--- src/rtl/apr_pkg.sv ---
package apr_pkg;
    typedef logic [15:0] apr_word_t;
    typedef logic [2:0]  apr_test_t;

    localparam logic [4:0] REG_EXP  = 5'h06;
    localparam logic [4:0] REG_NPTX = 5'h07;
    localparam logic [4:0] REG_LPNP = 5'h08;
    localparam logic [4:0] REG_GCTL = 5'h09;

    localparam int EXP_PDF    = 4;
    localparam int EXP_LPNP   = 3;
    localparam int EXP_NPCAP  = 2;
    localparam int EXP_PRX    = 1;
    localparam int EXP_LPAN   = 0;
    localparam int NP_MORE    = 15;
    localparam int NP_MSG     = 13;
    localparam int NP_ACK2    = 12;
    localparam int NP_TOG     = 11;
    localparam int GC_TEST_HI = 15;
    localparam int GC_TEST_LO = 13;
    localparam int GC_MSMAN   = 12;
    localparam int GC_MSVAL   = 11;
    localparam int GC_PORT    = 10;
    localparam int GC_ADVFD   = 9;
    localparam int GC_ADVHD   = 8;

    localparam logic        NP_MSG_RST  = 1'b1;
    localparam logic [10:0] NP_CODE_RST = 11'h3ff;
    localparam logic        NP_CAP_RST  = 1'b1;
    localparam apr_test_t   GC_TEST_RST = 3'h0;

    localparam apr_test_t TEST_NORMAL = 3'h0;
    localparam apr_test_t TEST_WAVE   = 3'h1;
    localparam apr_test_t TEST_MJIT   = 3'h2;
    localparam apr_test_t TEST_SJIT   = 3'h3;
    localparam apr_test_t TEST_DIST   = 3'h4;

    localparam logic [5:0] PRE_LEN   = 6'h20;
    localparam logic [3:0] OP_LAST   = 4'h1;
    localparam logic [3:0] ADR_LAST  = 4'h9;
    localparam logic [3:0] DATA_LAST = 4'hf;
    localparam logic [1:0] OP_READ   = 2'b10;
    localparam logic [1:0] OP_WRITE  = 2'b01;
endpackage

--- src/rtl/apr_mdio_if.sv ---
`timescale 1ns/1ps
interface apr_mdio_if;
    logic mdc_rise;
    logic mdio_bit;
    modport sync (output mdc_rise, output mdio_bit);
    modport core (input mdc_rise, input mdio_bit);
endinterface

--- src/rtl/apr_mdio_sync.sv ---
`timescale 1ns/1ps
module apr_mdio_sync (
    input  wire logic clk_i,
    input  wire logic rst_i,
    input  wire logic mdc_i,
    input  wire logic mdio_i,
    apr_mdio_if.sync  mif
);
    import apr_pkg::*;

    typedef struct packed {
        logic mdc_s1;
        logic mdc_s2;
        logic mdc_d;
        logic dio_s1;
        logic dio_s2;
    } apr_sync_t;

    apr_sync_t st;
    apr_sync_t next_st;

    always_comb begin
        next_st        = st;
        next_st.mdc_s1 = mdc_i;
        next_st.mdc_s2 = st.mdc_s1;
        next_st.mdc_d  = st.mdc_s2;
        next_st.dio_s1 = mdio_i;
        next_st.dio_s2 = st.dio_s1;
    end

    always_ff @(posedge clk_i) begin
        if (rst_i) begin
            // ones, so a pin idling high gives no false edge after reset
            st <= '1;
        end else begin
            st <= next_st;
        end
    end

    // one-cycle pulse per management clock rising edge
    assign mif.mdc_rise = st.mdc_s2 & ~st.mdc_d;
    assign mif.mdio_bit = st.dio_s2;
endmodule

--- src/rtl/apr_regs.sv ---
`timescale 1ns/1ps
// How it works
// [RULE1] expansion bits 15:5 always read zero
// [RULE2] parallel detection fault latches high
// [RULE3] bit 3 shows partner next-page ability
// [RULE4] local next-page capability, resets one, latching
// [RULE5] page received latches until read
// [RULE6] bit 0 shows partner autoneg ability
// [RULE7] host sets more-pages bit, resets zero
// [RULE8] message page bit writable, resets one
// [RULE9] comply bit writable, resets zero
// [RULE10] toggle reads inverse of last sent
// [RULE11] message code writable, resets 0x3ff
// [RULE12] partner page captured read-only, resets zero
// [RULE13] test mode select, reserved codes act normal
// [RULE14] bit 12 forces manual master/slave
// [RULE15] master value ignored unless manual
// [RULE16] port type sets automatic role preference
// [RULE17] bit 9 advertises gigabit full duplex
// [RULE18] bit 8 advertises gigabit half duplex
// [RULE19] host writes zero to bits 7:0
// [RULE20] bits 12:8 extend advertised ability field
// [RULE21] latched bits clear on read unless persisting
module apr_regs #(
    parameter logic [4:0] PHY_ADDR     = 5'h01,
    parameter bit         LOCAL_NP_CAP = 1'b1
) (
    input  wire logic          CLOCK_I,
    input  wire logic          RST_I,
    input  wire logic          MDC_I,
    input  wire logic          MDIO_I,
    output logic               MDIO_O,
    output logic               MDIO_OE_O,
    input  wire logic          PD_FAULT_I,
    input  wire logic          LP_NP_ABLE_I,
    input  wire logic          LP_AN_ABLE_I,
    input  wire logic          PAGE_RX_I,
    input  apr_pkg::apr_word_t LP_PAGE_I,
    input  wire logic          LAST_TX_TOGGLE_I,
    output apr_pkg::apr_word_t TX_PAGE_O,
    output logic               TX_PAGE_LOAD_O,
    output apr_pkg::apr_test_t TEST_MODE_O,
    output logic               MS_MANUAL_O,
    output logic               MS_MASTER_O,
    output logic               PREFER_MASTER_O,
    output logic               ADV_1000FD_O,
    output logic               ADV_1000HD_O,
    output logic [4:0]         TECH_EXT_O
);
    import apr_pkg::*;

    typedef enum logic [2:0] {
        S_IDLE,
        S_ST,
        S_OP,
        S_ADR,
        S_TA,
        S_DATA
    } apr_mstate_t;

    typedef struct packed {
        apr_mstate_t ms;
        logic [5:0]  pre;
        logic [3:0]  cnt;
        logic [1:0]  op;
        logic [9:0]  adr;
        apr_word_t   sh;
        logic        mdio_o;
        logic        mdio_oe;
        logic        pd_fault;
        logic        np_cap;
        logic        page_rx;
        logic        np_more;
        logic        np_msg;
        logic        np_ack2;
        logic [10:0] np_code;
        logic        toggle;
        logic        np_load;
        apr_word_t   lp_page;
        apr_test_t   test_sel;
        apr_test_t   test_act;
        logic        ms_man;
        logic        ms_val;
        logic        port_type;
        logic        adv_fd;
        logic        adv_hd;
    } apr_state_t;

    apr_mdio_if mif ();

    apr_mdio_sync u_sync (
        .clk_i  (CLOCK_I),
        .rst_i  (RST_I),
        .mdc_i  (MDC_I),
        .mdio_i (MDIO_I),
        .mif    (mif)
    );

    apr_state_t st;
    apr_state_t next_st;
    logic [9:0] full_adr;
    apr_word_t  rd_word;
    apr_word_t  wdata;
    logic       cap_rd;
    logic       clr_exp;
    logic       commit;
    logic       rd_drive;

    function automatic apr_state_t reset_state();
        apr_state_t s;
        s         = '0;
        s.ms      = S_IDLE;
        s.np_cap  = NP_CAP_RST;
        s.np_msg  = NP_MSG_RST;
        s.np_code = NP_CODE_RST;
        s.test_sel = GC_TEST_RST;
        s.test_act = GC_TEST_RST;
        return s;
    endfunction

    function automatic apr_word_t read_word(input logic [4:0] a, input apr_state_t s,
                                            input logic lpnp, input logic lpan);
        apr_word_t w;
        w = '0;
        case (a)
            REG_EXP:  w = {11'h000, s.pd_fault, lpnp,                    // [RULE1] [RULE3]
                           s.np_cap, s.page_rx, lpan};                   // [RULE6]
            REG_NPTX: w = {s.np_more, 1'b0, s.np_msg, s.np_ack2, s.toggle, s.np_code};
            REG_LPNP: w = s.lp_page;
            REG_GCTL: w = {s.test_sel, s.ms_man, s.ms_val, s.port_type,
                           s.adv_fd, s.adv_hd, 8'h00};
            default:  w = '0;
        endcase
        return w;
    endfunction

    // reserved test codes leave the transmitter in normal operation
    function automatic apr_test_t test_effective(input apr_test_t sel);
        apr_test_t t;
        t = (sel > TEST_DIST) ? TEST_NORMAL : sel;
        return t;
    endfunction

    assign full_adr = {st.adr[8:0], mif.mdio_bit};
    assign rd_word  = read_word(full_adr[4:0], st, LP_NP_ABLE_I, LP_AN_ABLE_I);
    assign wdata    = {st.sh[14:0], mif.mdio_bit};
    assign cap_rd   = mif.mdc_rise && (st.ms == S_ADR) && (st.cnt == ADR_LAST)
                      && (st.op == OP_READ) && (full_adr[9:5] == PHY_ADDR);
    assign clr_exp  = cap_rd && (full_adr[4:0] == REG_EXP);
    assign rd_drive = (st.op == OP_READ) && (st.adr[9:5] == PHY_ADDR);
    assign commit   = mif.mdc_rise && (st.ms == S_DATA) && (st.cnt == DATA_LAST)
                      && (st.op == OP_WRITE) && (st.adr[9:5] == PHY_ADDR);

    always_comb begin
        next_st         = st;
        next_st.np_load = 1'b0;
        next_st.toggle  = ~LAST_TX_TOGGLE_I;                             // [RULE10]
        // a new event in the read cycle survives the clear
        next_st.pd_fault = (st.pd_fault & ~clr_exp) | PD_FAULT_I;        // [RULE2]
        next_st.page_rx  = (st.page_rx & ~clr_exp) | PAGE_RX_I;          // [RULE5]
        next_st.np_cap   = (st.np_cap & ~clr_exp) | LOCAL_NP_CAP;        // [RULE4]
        if (PAGE_RX_I) begin
            next_st.lp_page = LP_PAGE_I;                                 // [RULE12]
        end
        if (commit) begin
            case (st.adr[4:0])
                REG_NPTX: begin
                    next_st.np_more = wdata[NP_MORE];                    // [RULE7]
                    next_st.np_msg  = wdata[NP_MSG];                     // [RULE8]
                    next_st.np_ack2 = wdata[NP_ACK2];                    // [RULE9]
                    next_st.np_code = wdata[10:0];                       // [RULE11]
                    next_st.np_load = 1'b1;
                end
                REG_GCTL: begin
                    next_st.test_sel  = wdata[GC_TEST_HI:GC_TEST_LO];    // [RULE13]
                    next_st.ms_man    = wdata[GC_MSMAN];                 // [RULE14]
                    next_st.ms_val    = wdata[GC_MSVAL];                 // [RULE15]
                    next_st.port_type = wdata[GC_PORT];                  // [RULE16]
                    next_st.adv_fd    = wdata[GC_ADVFD];                 // [RULE17]
                    next_st.adv_hd    = wdata[GC_ADVHD];                 // [RULE18]
                end
                default: begin
                end
            endcase
        end
        next_st.test_act = test_effective(st.test_sel);                  // [RULE13]
        if (mif.mdc_rise) begin
            unique case (st.ms)
                S_IDLE: begin
                    if (mif.mdio_bit) begin
                        if (st.pre != PRE_LEN) begin
                            next_st.pre = st.pre + 6'h01;
                        end
                    end else begin
                        if (st.pre == PRE_LEN) begin
                            next_st.ms = S_ST;
                        end
                        next_st.pre = '0;
                    end
                end
                S_ST: begin
                    next_st.ms  = mif.mdio_bit ? S_OP : S_IDLE;
                    next_st.cnt = '0;
                end
                S_OP: begin
                    next_st.op  = {st.op[0], mif.mdio_bit};
                    next_st.cnt = st.cnt + 4'h1;
                    if (st.cnt == OP_LAST) begin
                        next_st.cnt = '0;
                        if (({st.op[0], mif.mdio_bit} == OP_READ) ||
                            ({st.op[0], mif.mdio_bit} == OP_WRITE)) begin
                            next_st.ms = S_ADR;
                        end else begin
                            next_st.ms = S_IDLE;
                        end
                    end
                end
                S_ADR: begin
                    next_st.adr = full_adr;
                    next_st.cnt = st.cnt + 4'h1;
                    if (st.cnt == ADR_LAST) begin
                        next_st.ms  = S_TA;
                        next_st.cnt = '0;
                        if (cap_rd) begin
                            next_st.sh = rd_word;                        // [RULE21]
                        end
                    end
                end
                S_TA: begin
                    if (st.cnt == '0) begin
                        next_st.cnt = 4'h1;
                        if (rd_drive) begin
                            next_st.mdio_oe = 1'b1;
                            next_st.mdio_o  = 1'b0;
                        end
                    end else begin
                        next_st.ms  = S_DATA;
                        next_st.cnt = '0;
                        if (rd_drive) begin
                            next_st.mdio_o = st.sh[15];
                            next_st.sh     = {st.sh[14:0], 1'b0};
                        end
                    end
                end
                S_DATA: begin
                    next_st.cnt = st.cnt + 4'h1;
                    if (st.op == OP_WRITE) begin
                        next_st.sh = wdata;
                    end
                    if (st.cnt == DATA_LAST) begin
                        next_st.ms      = S_IDLE;
                        next_st.cnt     = '0;
                        next_st.mdio_oe = 1'b0;
                        next_st.mdio_o  = 1'b0;
                    end else if (rd_drive) begin
                        next_st.mdio_o = st.sh[15];
                        next_st.sh     = {st.sh[14:0], 1'b0};
                    end
                end
                default: begin
                    next_st.ms = S_IDLE;
                end
            endcase
        end
    end

    always_ff @(posedge CLOCK_I) begin
        if (RST_I) begin
            st <= reset_state();
        end else begin
            st <= next_st;
        end
    end

    assign MDIO_O          = st.mdio_o;
    assign MDIO_OE_O       = st.mdio_oe;
    assign TX_PAGE_O       = {st.np_more, 1'b0, st.np_msg, st.np_ack2, st.toggle, st.np_code};
    assign TX_PAGE_LOAD_O  = st.np_load;
    assign TEST_MODE_O     = st.test_act;
    assign MS_MANUAL_O     = st.ms_man;                                  // [RULE14]
    assign MS_MASTER_O     = st.ms_man & st.ms_val;                      // [RULE15]
    assign PREFER_MASTER_O = ~st.ms_man & st.port_type;                  // [RULE16]
    assign ADV_1000FD_O    = st.adv_fd;                                  // [RULE17]
    assign ADV_1000HD_O    = st.adv_hd;                                  // [RULE18]
    assign TECH_EXT_O      = {st.ms_man, st.ms_val, st.port_type, st.adv_fd, st.adv_hd}; // [RULE20]

    property p_exp_rsv;
        @(posedge CLOCK_I) disable iff (RST_I) clr_exp |=> st.sh[15:5] == 11'h000;
    endproperty
    a_exp_rsv: assert property (p_exp_rsv) else $error("reserved bits not zero"); // [RULE1]

    property p_pdf;
        @(posedge CLOCK_I) disable iff (RST_I)
            (PD_FAULT_I || (st.pd_fault && !clr_exp)) |=> st.pd_fault;
    endproperty
    a_pdf: assert property (p_pdf) else $error("fault not latched"); // [RULE2]

    property p_lpnp;
        @(posedge CLOCK_I) disable iff (RST_I)
            clr_exp |=> st.sh[EXP_LPNP] == $past(LP_NP_ABLE_I);
    endproperty
    a_lpnp: assert property (p_lpnp) else $error("partner np ability wrong"); // [RULE3]

    property p_npcap;
        @(posedge CLOCK_I) disable iff (RST_I) clr_exp |=> st.sh[EXP_NPCAP] == LOCAL_NP_CAP;
    endproperty
    a_npcap: assert property (p_npcap) else $error("np capability wrong"); // [RULE4]

    property p_prx;
        @(posedge CLOCK_I) disable iff (RST_I)
            PAGE_RX_I ##1 !clr_exp |=> st.page_rx;
    endproperty
    a_prx: assert property (p_prx) else $error("page received lost"); // [RULE5]

    property p_lpan;
        @(posedge CLOCK_I) disable iff (RST_I)
            clr_exp |=> st.sh[EXP_LPAN] == $past(LP_AN_ABLE_I);
    endproperty
    a_lpan: assert property (p_lpan) else $error("partner an ability wrong"); // [RULE6]

    property p_toggle;
        @(posedge CLOCK_I) disable iff (RST_I)
            !$past(RST_I) |-> TX_PAGE_O[NP_TOG] == !$past(LAST_TX_TOGGLE_I);
    endproperty
    a_toggle: assert property (p_toggle) else $error("toggle not inverted"); // [RULE10]

    property p_npw;
        @(posedge CLOCK_I) disable iff (RST_I) commit && (st.adr[4:0] == REG_NPTX)
            |=> TX_PAGE_LOAD_O && ((TX_PAGE_O & 16'hb7ff) == ($past(wdata) & 16'hb7ff));
    endproperty
    a_npw: assert property (p_npw) else $error("next page write lost"); // [RULE11]

    property p_lppg;
        @(posedge CLOCK_I) disable iff (RST_I) PAGE_RX_I |=> st.lp_page == $past(LP_PAGE_I);
    endproperty
    a_lppg: assert property (p_lppg) else $error("partner page not captured"); // [RULE12]

    property p_test;
        @(posedge CLOCK_I) disable iff (RST_I)
            (st.test_sel > TEST_DIST) |=> TEST_MODE_O == TEST_NORMAL;
    endproperty
    a_test: assert property (p_test) else $error("reserved test mode applied"); // [RULE13]

    property p_msman;
        @(posedge CLOCK_I) disable iff (RST_I) MS_MASTER_O |-> MS_MANUAL_O;
    endproperty
    a_msman: assert property (p_msman) else $error("master forced without manual"); // [RULE15]

    property p_tech;
        @(posedge CLOCK_I) disable iff (RST_I) commit && (st.adr[4:0] == REG_GCTL)
            |=> {3'h0, TECH_EXT_O, 8'h00} == ($past(wdata) & 16'h1f00);
    endproperty
    a_tech: assert property (p_tech) else $error("ability extension wrong"); // [RULE20]

    property p_lhclr;
        @(posedge CLOCK_I) disable iff (RST_I) clr_exp && !PAGE_RX_I
            |=> !st.page_rx && (st.sh[EXP_PRX] == $past(st.page_rx));
    endproperty
    a_lhclr: assert property (p_lhclr) else $error("latched bit not cleared"); // [RULE21]
endmodule

--- config.mk ---
export PLATFORM = sky130hd
export DESIGN_NAME = apr_regs
export DESIGN_NICKNAME = d
export VERILOG_FILES = /design/src/rtl/apr_pkg.sv /design/src/rtl/apr_mdio_if.sv /design/src/rtl/apr_mdio_sync.sv /design/src/rtl/apr_regs.sv
export SDC_FILE = /design/constraint.sdc
export NUM_CORES = 1
export LEC_CHECK = 0
export BUFFER_PORTS_ARGS = -buffer_cell sky130_fd_sc_hd__buf_2
export CORE_MARGIN = 5
export CORE_UTILIZATION = 58
export CTS_CLUSTER_DIAMETER = 150
export DETAILED_ROUTE_END_ITERATION = 6
export GPL_ROUTABILITY_DRIVEN = 0
export PLACE_DENSITY = 0.88
export SYNTH_ARGS = -nofsm -noshare
export SYNTH_HDL_FRONTEND = slang
export SYNTH_SLANG_ARGS = --single-unit
--- constraint.sdc ---
create_clock -name CLOCK_I -period 2.5 [get_ports CLOCK_I]
set_input_delay 0.5 -clock CLOCK_I [delete_from_list [all_inputs] [get_ports CLOCK_I]]
set_output_delay 0.5 -clock CLOCK_I [all_outputs]
set_load 0.02 [all_outputs]
Yosys cells after proc, flatten, opt, wreduce, memory -nomap -nowiden
Index checks and enable logic that the tools add are counted.

word-level totals
  word-level logic and storage cells = 138
  input bits = 25
  output and inout bits = 32
  bits in registers = 94

cells by class
  bitwise logic cells = 12
  reductions and logical operators = 28
  equality and inequality tests = 33
  order comparisons = 1
  muxes and demuxes = 32
  add/sub/neg operators = 2

operator list
  kind                   number
  $mux W16               5
  $pmux W16 S4           1
  $pmux W16 S3           1
  $mux W17               2
  $pmux W4 S5            1
  $mux W3                6
  $pmux W3 S6            1
  $ne A2 B2 Y1 const B   8
  $eq A5 B3 Y1 const B   3
  $eq A5 B4 Y1 const B   3
  $mux W4                3
  $mux W6                2
  $eq A5 B1 Y1 const B   2
  $logic_and A1 B1 Y1    10
  $reduce_and A2 Y1      5
  $eq A4 B4 Y1 const B   2
  $reduce_and A7 Y1      1
  $add A6 B1 Y6 const B  1
  $eq A3 B2 Y1 const B   2
  $eq A3 B3 Y1 const B   2
  $eq A6 B6 Y1 const B   1
  $mux W1                6
  $mux W2                3
  $ne A6 B6 Y1 const B   1
  other kinds (23)       36

Depth between registers and ports, before layout
  depth after elaboration = 10
  mapped depth = 9
  gate-level depth less buffers = 7

Modules after synthesis
A second synthesis with hierarchy kept.

second synthesis, totals
  cell total of the unflattened synthesis = 521
  area total of the unflattened synthesis = 4574.4 um2

modules (own cells, without submodules)
  module         instances  sequential area each (um2)  area an instance (um2)  cells each
  apr_regs       1          1761.7                      4436.8                  510
  apr_mdio_sync  1          100.1                       137.6                   11

Least setup slack after synthesis
OpenSTA, ideal clock, no wires.

  path type = register to register
  start = register st[76] (netlist bit)
  end = register st, in the netlist TX_PAGE_O[0]
  library setup time = 129 ps
  slack = 332 ps
  path buffers = 1
  cell stages (with the launch flop) = 8
  required time = 2371 ps
  arrival = 2038 ps
  clock period less this slack = 2168 ps
  path through = dfxtp_1 -> ha_1 -> nand3_2 -> or3_4 -> nor4_4 -> buf_6 -> mux2i_1 -> nand2_1

between the ends
  cells in the longest elaborated chain, start to end = 5

RTL lines
  element                             line             RTL
  start: declaration                  apr_regs.sv:99   apr_state_t st;
  start signal: assignment            apr_regs.sv:269  st <= reset_state();
  start signal: assignment            apr_regs.sv:271  st <= next_st;
  $eq A4 B4 Y1                        apr_regs.sv:151  assign commit = mif.mdc_rise && (st.ms == S_DATA) && (st.cnt == DATA_LAST)
  $logic_and A1 B1 Y1                 apr_regs.sv:151
  $logic_and A1 B1 Y1 (2 in a row)    apr_regs.sv:152  && (st.op == OP_WRITE) && (st.adr[9:5] == PHY_ADDR);
  $reduce_and A2 Y1 (no source line)  --

Every way passes these cells.
A chain may end at the register's enable or synchronous reset.

Worst setup path in the final report
  start = register st[88] (netlist bit)
  end = register st, in the netlist TX_PAGE_O[13]

between the ends
  cells in the longest elaborated chain, start to end = 6

RTL lines
  element                             line
  $eq A3 B3 Y1                        apr_regs.sv:151
  $logic_and A1 B1 Y1 (2 in a row)    apr_regs.sv:151
  $logic_and A1 B1 Y1 (2 in a row)    apr_regs.sv:152
  $reduce_and A2 Y1 (no source line)  --

Every way passes these cells.

==> metrics.md <==
| Metric | Value |
|---|---|
| Synth warnings | 0 |
| Final period util | 93.0% |
| Design area | 0.00520 mm² |
| Post-route ant nets | 0 |
| Clock network power share | 40.9% |
| Hold Path Stages | 2 |
| Hold Crit Start | LAST_TX_TOGGLE_I |
| Compound-Gate Fraction of Synth Area | 19.8% |
| Number of global-route vias before repair | 4169 |
| Sw Ratio | 22.2% |
| Total GRT Usage | 23.8% |
| Initial Utilization | 58.7% |
| R2R setup slack | 0.17 ns |
| Worst slew margin | 53.9% |
| Clk_lat worst skew | 0.36 ns |
| Post-layout util | 63.9% |
| First-pass GRT wire length | 19700 µm |
| CTS resizes | 0 |
| Final HPWL DP | 8190 µm |
| Clock slew seen by the registers of the worst setup and hold paths | 0.09 ns |
| Power per cell area | 529 mW/mm² |
| Initial antenna violation count | 0 |
| EDFF count, synth | 0 |
| Largest family of logic cells by synthesized area | compound AO/OA/AOI/OAI gates |
| Fmax | 0.430 GHz |
| Required time of the critical path | 2.72 ns |
| Rows | 33 |
| Reg power frac | 55.2% |
| Synth Register Bits | 93 |
| CP max stage cell | dfxtp_1 |
| DP Area | 0.00498 mm² |
| Synth Instances | 547 |
| CP Max Fanout | 15 |
| Largest stage delay on the critical path | 0.56 ns |
| Die Ht | 101 µm |
| Max_cap viols | 0 |
| Fin cells | 677 |
| Critical-path cell list | nand2b_1 -> or3_4 -> nor4_4 -> buf_4 -> mux2i_1 -> nand2_1 |
| Critical Path Start Type | flop |
| Reg2reg start | st[88]$_SDFFE_PP0P_ |
| Syn avg cell area | 8.73 µm² |
| Hold Path End | TX_PAGE_O[11]$_SDFF_PP0_ |
| Fin. max-slew vios | 0 |
| Outcome | finished clean |
| Total Nets Final | 598 |
| Ant. Diodes | 0 |
| CTS sink cnt | 93 |
| Worst Skew | 0.0118 ns |
| VDD IR-drop max | 357 µV |
| Hold Path Class | input port to flop |
| Crit path capture type | flop |
| Fin. Hold Viols | 0 |
| Hold buffers post-CTS | 0 |
| Sw Pwr | 611 µW |
| Num CTS Buffers | 9 |
| Slew @ Worst Pin | 0.682 ns |
| Worst path bufs/invs | 1 |
| Area of the core | 0.00813 mm² |
| Post-synthesis xor/xnor area fraction | 1.10% |
| Crit path DAT | 2.55 ns |
| Synth async-reset ratio | 0% |
| Total grt overflow | 0 |
| Post-CTS Setup Repair Bufs | 0 |
| Drt total wl | 11900 µm |
| PortBufs | 55 |
| # DRC | 0 |
| Register area share after synthesis | 39.0% |
| RSZ-0062 raised after global routing | false |
| P&R area growth vs syn | 8.86% |
| Via density | 6.39 |
| Synth unique cells | 66 |
| Worst r2r dst | TX_PAGE_O[13]$_SDFFE_PP1P_ |
| Minimum clock period | 2.33 ns |
| DR pass1 iterations | 5 |
| CTS Buffer Depth | 2 |
| Largest net degree at the start of global routing | 43 |
| H-tree level count | 3 |
| Multiplexer share of the synthesized area | 11.7% |
| Cell family with most CP delay | simple AND/OR/NAND/NOR gates |
| Post-Syn Area | 0.00477 mm² |
| Final Setup Violations | 0 |
| CTS tree | built |
| Worst reg2reg path depth | 6 |
| Crit path kind | flop to flop |
| Comb pwr share | 3.9% |
| Setup TNS | 0 ns |
| WL per Instance | 17.5 µm |
| Clock root buffer | clkbuf_8 |
| Syn nets | 577 |
| P_int | 2140 µW |
| Num ports | 57 |
| Adder-Cell Fraction of Synth Area | 1.31% |
| Die Span X | 101 µm |
| Initial DRC count | 435 |
| Synth Flop Type | dfxtp_1 |
| Leakage Power | 0.00191 µW |
| Placed instance count | 662 |
| Post-synthesis simple-gate area fraction | 18.8% |
| Die area | 0.0101 mm² |
| DR vias | 4324 |
| Share of post-route cells with drive strength above 1 | 20.1% |
## power by group through the flow
stage	sequential, µW	combinational [µW]	clock (µW)
floorplan	1550	74.6	0
finish	1520	107	1120
detailed placement	1550	106	0
global route	1520	118	1200
global placement	1550	103	0
CTS	1520	106	1130
## synthesized netlist by cell type, types with 8 or more instances
cell type / count / area [µm²]
nand3_1: 10 / 50.1
buf_2: 8 / 40.0
a21oi_1: 44 / 220
nand2_1: 49 / 184
inv_1: 11 / 41.3
a31oi_1: 10 / 62.6
buf_4: 24 / 180
nor2_1: 56 / 210
a22oi_1: 9 / 67.6
a211oi_1: 11 / 82.6
a311oi_1: 13 / 114
dfxtp_1: 93 / 1860
mux2i_1: 49 / 490
clkbuf_1: 29 / 109
o2bb2ai_1: 8 / 70.1
o21ai_0: 17 / 85.1
## layout by cell type (no fill, tap or decap), drive strengths merged, types with 12 or more instances in the layout
| cell type | Yosys | routed |
|---|---|---|
| buf | 34 | 75 |
| dfxtp | 93 | 93 |
| mux2i | 49 | 49 |
| nand2 | 49 | 49 |
| a211oi | 12 | 12 |
| nor2 | 56 | 56 |
| inv | 11 | 13 |
| a21oi | 44 | 44 |
| a311oi | 13 | 13 |
| o21ai | 18 | 18 |
## kinds of logic (layout without fill, tap and decap cells)
family	Yosys count	in the layout
simple gates	172	172
flops	93	93
buf+inv	76	101
compound gates	139	139
mux	55	55
other cells	1	1
fa+ha+maj	5	5
xor+xnor	6	6
## layer usage
metal / wire, µm / share of wire [%] / GRT usage (%)
met3: 957 / 8.1 / 4.29
met1: 4850 / 41 / 29.6
met5: 0 / 0 / 0
met4: 393 / 3.3 / 12.0
met2: 5680 / 48 / 39.3
## worst register-to-register path, delay by kind of cell (launching register included)
family,cells,cell delay (ns)
buffers and inverters,1,0.32
muxes,1,0.26
DFF,1,0.56
and+or+nand+nor,4,1.05
## state kept, by name, indices dropped and copies added (netlist names)
name / count
MDIO_O: 1
TEST_MODE_O: 3
TX_PAGE_LOAD_O: 1
MS_MANUAL_O: 1
MDIO_OE_O: 1
TX_PAGE_O: 15
TECH_EXT_O: 2
st: 53
ADV_1000FD_O: 1
full_adr: 9
u_sync.mif.mdio_bit: 1
ADV_1000HD_O: 1
u_sync.st: 1
u_sync.next_st: 3
## area by class of cell
cell class,count,area [µm²]
clock buffers,10,138
clock inverters,5,82.6
fillers,581,2940
inverters,11,41.3
multi-input cells,378,2520
flip-flops and latches,93,1860
well taps,105,131
repair buffers,75,425
## how the worst max path moves through the flow
stage	from	endpoint	slack [ns]	depth (start not counted)
CTS	st[88]$_SDFFE_PP0P_	TX_PAGE_O[13]$_SDFFE_PP1P_	0.21	6
global route	st[88]$_SDFFE_PP0P_	TX_PAGE_O[13]$_SDFFE_PP1P_	0.03	6
detailed placement	st[76]$_SDFFE_PP0P_	TX_PAGE_O[13]$_SDFFE_PP1P_	0.25	7
finish	st[88]$_SDFFE_PP0P_	TX_PAGE_O[13]$_SDFFE_PP1P_	0.17	6
floorplan	st[76]$_SDFFE_PP0P_	TX_PAGE_O[0]$_SDFFE_PP1P_	0.33	7
global placement	st[76]$_SDFFE_PP0P_	TX_PAGE_O[9]$_SDFFE_PP1P_	0.36	7
## through the flow
step / power, µW / setup WS, ns / hold WS [ns]
global placement: 1650 / 0.362 / 0.391
global route: 2840 / 0.0267 / 0.278
detailed placement: 1660 / 0.251 / 0.392
floorplan: 1620 / 0.332 / 0.389
CTS: 2760 / 0.209 / 0.263
finish: 2750 / 0.175 / 0.274
(Power assumes the default switching activity.)
